File: src/hdl/sreg_drv_pkg.sv
// constants and carrier types for the serial-in latched driver
// Overview of operation
// - A twelve-stage shift register takes the serial input into stage one on each serial clock rise.
// - On each later rise every stage passes its bit one stage toward the serial output.
// - While strobe is high each latch copies its shift register stage.
// - The latches keep following the shift register for as long as strobe stays high.
// - While blanking is high every parallel output is driven low.
// - Blanking never changes the latch contents.
// - While blanking is low each output follows its own latch.
// - The last shift register stage is presented on the serial data output.
package sreg_drv_pkg;
	localparam int STAGES = 12;
	localparam int FIFO_DEPTH = 16;
	localparam logic [STAGES-1:0] SHIFT_RST = 12'h000;
	localparam logic [STAGES-1:0] LATCH_RST = 12'h000;
	localparam logic [1:0] SYNC_RST = 2'h0;

	typedef logic [STAGES-1:0] word_t;

	typedef struct packed {
		logic clk_pin;
		logic data_pin;
		logic strobe_pin;
		logic blank_pin;
	} pins_s;
endpackage : sreg_drv_pkg

File: src/hdl/sreg_drv_fifo.sv
// parameterised valid/ready fifo
`timescale 1ns/1ps
module sreg_drv_fifo #(
	parameter int WIDTH = 12,
	parameter int DEPTH = 16
) (
	// clock and reset
	input wire logic clk,
	input wire logic rst_n,
	// write side
	input wire logic [WIDTH-1:0] in_data,
	input wire logic in_valid,
	output logic in_ready,
	// read side
	output logic [WIDTH-1:0] out_data,
	output logic out_valid,
	input wire logic out_ready
);
	localparam int AW = $clog2(DEPTH);
	logic [WIDTH-1:0] mem [DEPTH];
	logic [AW-1:0] wr_q;
	logic [AW-1:0] rd_q;
	logic [AW:0] cnt_q;
	logic push;
	logic pop;

	assign in_ready = (cnt_q != DEPTH[AW:0]);
	assign out_valid = (cnt_q != '0);
	assign out_data = mem[rd_q];
	assign push = in_valid && in_ready;
	assign pop = out_valid && out_ready;

	always_ff @(posedge clk)
	begin
		if (push)
			mem[wr_q] <= in_data;
	end

	always_ff @(posedge clk or negedge rst_n)
	begin
		if (!rst_n)
		begin
			wr_q <= '0;
			rd_q <= '0;
			cnt_q <= '0;
		end
		else
		begin
			if (push)
				wr_q <= (wr_q == AW'(DEPTH - 1)) ? '0 : wr_q + 1'b1;
			if (pop)
				rd_q <= (rd_q == AW'(DEPTH - 1)) ? '0 : rd_q + 1'b1;
			cnt_q <= cnt_q + (AW+1)'(push) - (AW+1)'(pop);
		end
	end
endmodule : sreg_drv_fifo

File: src/hdl/sreg_drv.sv
// serial-in latched parallel driver logic
`timescale 1ns/1ps
module sreg_drv
	import sreg_drv_pkg::*;
(
	// clock and reset
	input wire logic sys_clk,
	input wire logic nrst,
	// controller pins
	input wire sreg_drv_pkg::pins_s pins,
	// driver and cascade outputs
	output sreg_drv_pkg::word_t par_out,
	output logic ser_out
);
	import sreg_drv_pkg::*;

	////////////////////////////////////////////////////////////////////////
	// reset release
	logic [1:0] rst_sync_q;
	logic rst_n;
	always_ff @(posedge sys_clk or negedge nrst)
	begin
		if (!nrst)
			rst_sync_q <= SYNC_RST;
		else
			rst_sync_q <= {rst_sync_q[0], 1'b1};
	end
	assign rst_n = rst_sync_q[1];

	////////////////////////////////////////////////////////////////////////
	// pin synchronisers
	pins_s meta_q;
	pins_s sync_q;
	logic sclk_last_q;
	logic rise;
	always_ff @(posedge sys_clk or negedge rst_n)
	begin
		if (!rst_n)
		begin
			meta_q <= '0;
			sync_q <= '0;
			sclk_last_q <= 1'b0;
		end
		else
		begin
			meta_q <= pins;
			sync_q <= meta_q;
			sclk_last_q <= sync_q.clk_pin;
		end
	end
	// data rides the same two-stage delay as the clock, keeping setup order
	assign rise = sync_q.clk_pin && !sclk_last_q;

	////////////////////////////////////////////////////////////////////////
	// shift register
	word_t shift_q;
	always_ff @(posedge sys_clk or negedge rst_n)
	begin
		if (!rst_n)
			shift_q <= SHIFT_RST;
		else if (rise)
			shift_q <= {shift_q[STAGES-2:0], sync_q.data_pin};
	end

	always_ff @(posedge sys_clk or negedge rst_n)
	begin
		if (!rst_n)
			ser_out <= 1'b0;
		else
			ser_out <= shift_q[STAGES-1];
	end

	////////////////////////////////////////////////////////////////////////
	// strobe path: snapshots buffered so the latch sees every transparent update
	word_t fifo_out;
	logic fifo_valid;
	logic fifo_in_ready;
	sreg_drv_fifo #(
		.WIDTH(STAGES),
		.DEPTH(FIFO_DEPTH)
	) u_fifo (
		.clk(sys_clk),
		.rst_n(rst_n),
		.in_data(shift_q),
		.in_valid(sync_q.strobe_pin),
		.in_ready(fifo_in_ready),
		.out_data(fifo_out),
		.out_valid(fifo_valid),
		.out_ready(1'b1)
	);

	word_t latch_q;
	always_ff @(posedge sys_clk or negedge rst_n)
	begin
		if (!rst_n)
			latch_q <= LATCH_RST;
		else if (fifo_valid)
			latch_q <= fifo_out;
	end

	////////////////////////////////////////////////////////////////////////
	// output stage
	always_ff @(posedge sys_clk or negedge rst_n)
	begin
		if (!rst_n)
			par_out <= '0;
		else if (sync_q.blank_pin)
			par_out <= '0;
		else
			par_out <= latch_q;
	end
endmodule : sreg_drv

File: config.mk
export PLATFORM = sky130hd
export DESIGN_NAME = sreg_drv
export DESIGN_NICKNAME = d
export VERILOG_FILES = /design/src/hdl/sreg_drv_pkg.sv /design/src/hdl/sreg_drv_fifo.sv /design/src/hdl/sreg_drv.sv
export SDC_FILE = /design/constraint.sdc
export NUM_CORES = 1
export LEC_CHECK = 0
export ABC_AREA = 1
export BUFFER_PORTS_ARGS = -buffer_cell sky130_fd_sc_hd__buf_2
export CAP_MARGIN = 5
export CORE_MARGIN = 2
export CORE_UTILIZATION = 60
export DETAILED_ROUTE_END_ITERATION = 16
export PLACE_DENSITY_LB_ADDON = 0.25
export SLEW_MARGIN = 20
export SYNTH_ARGS = -nofsm -noshare
export SYNTH_HDL_FRONTEND = slang
export SYNTH_SLANG_ARGS = --single-unit
File: constraint.sdc
create_clock -name sys_clk -period 3.6 [get_ports sys_clk]
set_input_delay 0.18 -clock sys_clk [delete_from_list [all_inputs] [get_ports sys_clk]]
set_output_delay 0.18 -clock sys_clk [all_outputs]
set_load 0.02 [all_outputs]
# Word-level counts from Yosys, hierarchy flattened
# Memory sizes are Yosys's and may differ from the RTL's. A register that Yosys moved wholly into a read port is not among the register bits.
# Cells that the tools add are included.
# totals
ram_bits	192
mem_count	1
reg_bits	49
input_bits	6
# mem_list
memory	depth	word_bits	rd	rd_clocked_by_memory_dff	write_ports	line	text
u_fifo.mem	16	12	1	1	1	sreg_drv_fifo.sv:20	logic [WIDTH-1:0] mem [DEPTH];
# classes
eq_ne	3
addsub	4
reduce_logical	5
n_mux	5
# ops
op	n
$mux 12	1
$add 4x1->4 const B	2
$eq 4x4->1 const B	2
$mux 4	2
$add 5x1->5	1
$ne 5x5->1 const B	1
$reduce_bool 5->1	1
$sub 5x1->5	1
$logic_and 1x1->1	2
$logic_not 1->1	2
$mux 1	2

# Depth between registers and ports, before layout
# depth
depth_word	4
ltp_mapped	12
ltp_nobuf	11

# Modules after synthesis
# From an unflattened synthesis, not the netlist that was laid out.
# unflattened
cells_unflattened	1074
hier_area_um2	10839.1
# modules_own_cells
mod	cells_per_inst	n_inst	area_per_inst_um2	seq_area_each_um2
sreg_drv_fifo	933	1	9227.6	6090.8
sreg_drv	141	1	1611.5	1201.2

# Worst setup path before layout
# No wires, ideal clock.
# synth_path
path_type	register to register
from	reg u_fifo.cnt_q[3]
to	reg u_fifo.cnt_q[4]
arrival_ns	2.250
slack_ns	1.222
path_stages_with_launch	13
setup_time_ns	0.128
t_required_ns	3.472
path_cell_list	dfrtp_1 inv_1 ha_1 nand3b_1 buf_2 ha_1 inv_1 ha_1 inv_1 fa_1 o21ai_0 a21oi_1 xor2_1
# synth_between
elab_chain_cells	4
elab_cells_between_ends	5
cone_classes	add/sub: 2; eq/ne: 1; reduce/logical: 2
# synth_rtl
item	line	text
start, declared	sreg_drv_fifo.sv:23	logic [AW:0] cnt_q;
start signal, assigned	sreg_drv_fifo.sv:53	cnt_q <= cnt_q + (AW+1)'(push) - (AW+1)'(pop);
$ne 5x5->1	sreg_drv_fifo.sv:27	assign in_ready = (cnt_q != DEPTH[AW:0]);
$logic_and 1x1->1	sreg_drv_fifo.sv:30	assign push = in_valid && in_ready;
$add 5x1->5	sreg_drv_fifo.sv:53	
$sub 5x1->5 (*)	sreg_drv_fifo.sv:53	
# Mark *: on every way between the ends. The rest lies on a longest branch, timed or not.
# A chain may end at the register's enable or synchronous reset.

# Worst setup path after layout
# layout_path
from	reg u_fifo.cnt_q[2]
to	reg u_fifo.cnt_q[4]
# The elaborated chain is that of the path after synthesis.

==> out/qor.csv <==
stage;metric;value;unit
outcome;status;completed;
global_routing;overall global routing resource usage;0.249;
detailed_routing;DR pass1 iterations;5;
worst_setup_path;CP peak stage delay;0.43;ns
detailed_routing;Remaining DRCs;0;
layout;Antenna Diode Count;0;
detailed_routing;Post-Route WL;22500;um
sta;setup TNS;0;ns
sta;relative slew slack;0.312;
detailed_routing;vias per cell;5.35;
clock_network;clk_lat worst skew;0.52;ns
worst_setup_path;Startpoint Class;flip-flop;
logic_synthesis;Synth cell types;26;
placement;Port Buffer Count;18;
clock_network;CTS tree;built;
layout;Area Growth Syn to Fin;9.36;%
clock_network;post-cts resize count;0;
sta;final max-slew violation count;0;
worst_hold_path;HP Class;reg2async;
worst_setup_path;worst-path fanout max;25;
die;Ports;19;
power_and_ir_drop;worst vdd ir;0.000751;V
logic_synthesis;register area share after synthesis;0.686;
clock_network;CTS Root Cell;clkbuf_16;
logic_synthesis;Syn Nets;1027;
sta;worst-margin pin slew;1.03;ns
clock_network;# clock sinks;253;
detailed_routing;Antenna Nets Post-Route;0;
layout;nets;1042;
worst_setup_path;crit-path leading delay family;adder cells;
detailed_routing;Wirelength per Cell;17.7;um
worst_setup_path;Cell Chain, Critical Path;inv_1, ha_1, nand3b_1, buf_4, ha_1, inv_1, ha_1, inv_1, fa_1, o21ai_0, a21oi_1, xor2_1;
logic_synthesis;flops & latches, synth;253;
power_and_ir_drop;Pwr per Cell Area;837;nW/um^2
worst_setup_path;Worst Setup End Kind;flip-flop;
sta;fmax;0.397;GHz
die;Std-Cell Core Area;17300;um^2
placement;RD Place Congestion;0.845;
global_routing;initial antenna violation count;0;
power_and_ir_drop;P_leak;5.21;nW
logic_synthesis;area leader, netlist;edfxtp_1;
logic_synthesis;synth warn;0;
job;Max-Cap Viols;0;
logic_synthesis;mapped cell area;10600;um^2
sta;Fin. Hold Viols;0;
die;FP Rows;48;
die;die width;137;um
sta;post-layout minimum cycle time;2.52;ns
worst_setup_path;CP max stage cell;fa_1;
logic_synthesis;top cells by area, synth;edfxtp_1 (54%), dfrtp_1 (14%), nand2_1 (11%);
global_routing;first-pass GRT wire length;35200;um
worst_setup_path;CP bufs+invs;4;
placement;Final HPWL DP;13300;um
global_routing;total congestion overflow;0;
clock_network;H-tree depth;1;
sta;fin crit share;0.700;
die;Initial Utilization;0.615;
sta;Setup Skew;0.0162;ns
die;Die Area;18800;um^2
worst_setup_path;Crit Path Class;reg2reg;
logic_synthesis;Cells after Synth;1009;
detailed_routing;via count;6786;
layout;proportion of layout cells with a drive suffix above 1;0.0777;
clock_network;clk slew on worst S/H paths;0.06;ns
logic_synthesis;EDFF count, synth;192;
logic_synthesis;Post-synth ARST share;0.241;
power_and_ir_drop;total power draw;9.74;mW
clock_network;setup bufs post-CTS;0;
sta;Setup Viol. Count Final;0;
global_routing;vias in the first global route;6306;
worst_setup_path;worst path arrival time;2.93;ns
clock_network;TritonCTS buffer count;25;
die;Die H;137;um
worst_setup_path;required time of the critical path;4.01;ns
detailed_routing;initial drt markers;703;
logic_synthesis;syn_area_per_cell;10.5;um^2
global_routing;largest net degree at the start of global routing;99;
sta;unrepaired setup endpoints after global routing;false;
logic_synthesis;Main synth FF type;edfxtp_1;
logic_synthesis;post-synth top area share;0.542;
clock_network;Bufs on Longest Clock Path;3;
placed cells by master (no fill, tap or decap), types with 8 or more instances in the layout:
cell	count
a21oi_1	8
buf_2	18
clkbuf_1	10
clkbuf_16	25
dfrtp_1	58
edfxtp_1	192
ha_1	11
inv_1	167
mux2_2	10
nand2_1	314
nand3_1	124
nor2_1	47
nor2_2	9
o21ai_0	9
layer usage:
layer	vias up	global-route usage	routed length, um
met5	-	0	0
met4	0	0.0762	598
met3	46	0.0396	1580
met2	240	0.386	10400
met1	3256	0.368	9840
li1	3244	-	-
per-stage QoR:
stage	instances	area, um^2	utilization	hold WS (ns)	worst slack, ns
2_1_floorplan	1009	10600	-	-0.116	1.22
3_5_place_dp	1216	10800	0.625	-0.0333	1.07
3_3_place_gp	1216	10800	0.625	-0.0347	1.13
6_report	1268	11600	0.673	0.297	1.08
4_1_cts	1268	11600	0.672	0.275	1.05
5_1_grt	1268	11600	0.673	0.301	0.917
what timing repair did:
item / CTS / global route
setup endpoints to repair: 0 / 0
endpoints found under the hold margin: 6 / 0
hold buffers: 6 / 0
worst paths after layout:
| check | slack [ns] | start | to | cells past startpoint |
|---|---|---|---|---|
| min in group sys_clk | 0.30 | pins[3] | meta_q[3]$_DFF_PN0_ | 2 |
| setup reg to reg | 1.08 | u_fifo.cnt_q[2]$_DFF_PN0_ | u_fifo.cnt_q[4]$_DFF_PN0_ | 12 |
| setup / recovery | 1.08 | u_fifo.cnt_q[2]$_DFF_PN0_ | u_fifo.cnt_q[4]$_DFF_PN0_ | 12 |
| hold reg to reg | 0.30 | rst_sync_q[1]$_DFF_PN0_ | meta_q[3]$_DFF_PN0_ | 0 |
| hold / removal | 0.30 | rst_sync_q[1]$_DFF_PN0_ | meta_q[3]$_DFF_PN0_ | 0 |
| max in group asynchronous | 2.43 | rst_sync_q[1]$_DFF_PN0_ | u_fifo.rd_q[0]$_DFFE_PN0N_ | 1 |
cell type report:
| type | count | area (um^2) |
|---|---|---|
| flip-flops and latches | 253 | 7300 |
| fillers | 1303 | 5660 |
| multi-input cells | 545 | 2480 |
| clock buffers | 38 | 704 |
| inverters | 170 | 643 |
| well taps | 225 | 282 |
| repair buffers | 29 | 188 |
| clock inverters | 8 | 42.5 |
logic make-up after synthesis:
logic type | Yosys count | share of synthesized area
buffers and inverters | 211 | 0.0836
AOI/OAI and AO/OA | 18 | 0.00870
adders and majority gates | 12 | 0.0148
xor gates and xnor gates | 6 | 0.00494
DFF | 253 | 0.686
and+or+nand+nor | 498 | 0.191
muxes | 10 | 0.0106
other | 1 | 0.000353
power breakdown:
group,internal (mW),total [mW],switching [mW]
clock,1.35,2.39,1.04
sequential,3.90,4.52,0.616
combinational,0.847,2.83,1.98
synth_stat cells (2+ instances only):
cell type and n:
buf_2 23, o21ai_0 9, nand3_1 124, a21oi_1 8, nor2_1 56, buf_8 2, clkbuf_1 9, inv_2 2
inv_1 167, buf_6 4, mux2_2 10, edfxtp_1 192, xor2_1 5, buf_4 3, dfrtp_1 61, ha_1 11
nand2_1 314
worst register-to-register path, stage by stage, from the launching register on:
cell and delay, ns:
dfrtp_1 0.35, inv_1 0.07, ha_1 0.21, nand3b_1 0.09, buf_4 0.28, ha_1 0.29
inv_1 0.06, ha_1 0.15, inv_1 0.06, fa_1 0.43, o21ai_0 0.19, a21oi_1 0.10
xor2_1 0.14
flip-flops by register name, summed over array words and instances, names as in the netlist, 2 cells and up:
name	cells
u_fifo.mem	192
latch_q	12
par_out	12
shift_q	12
u_fifo.cnt_q	5
meta_q	4
sync_q	4
u_fifo.rd_q	4
u_fifo.wr_q	4
rst_sync_q	2
Note: power is estimated with default switching activity, not from simulation.
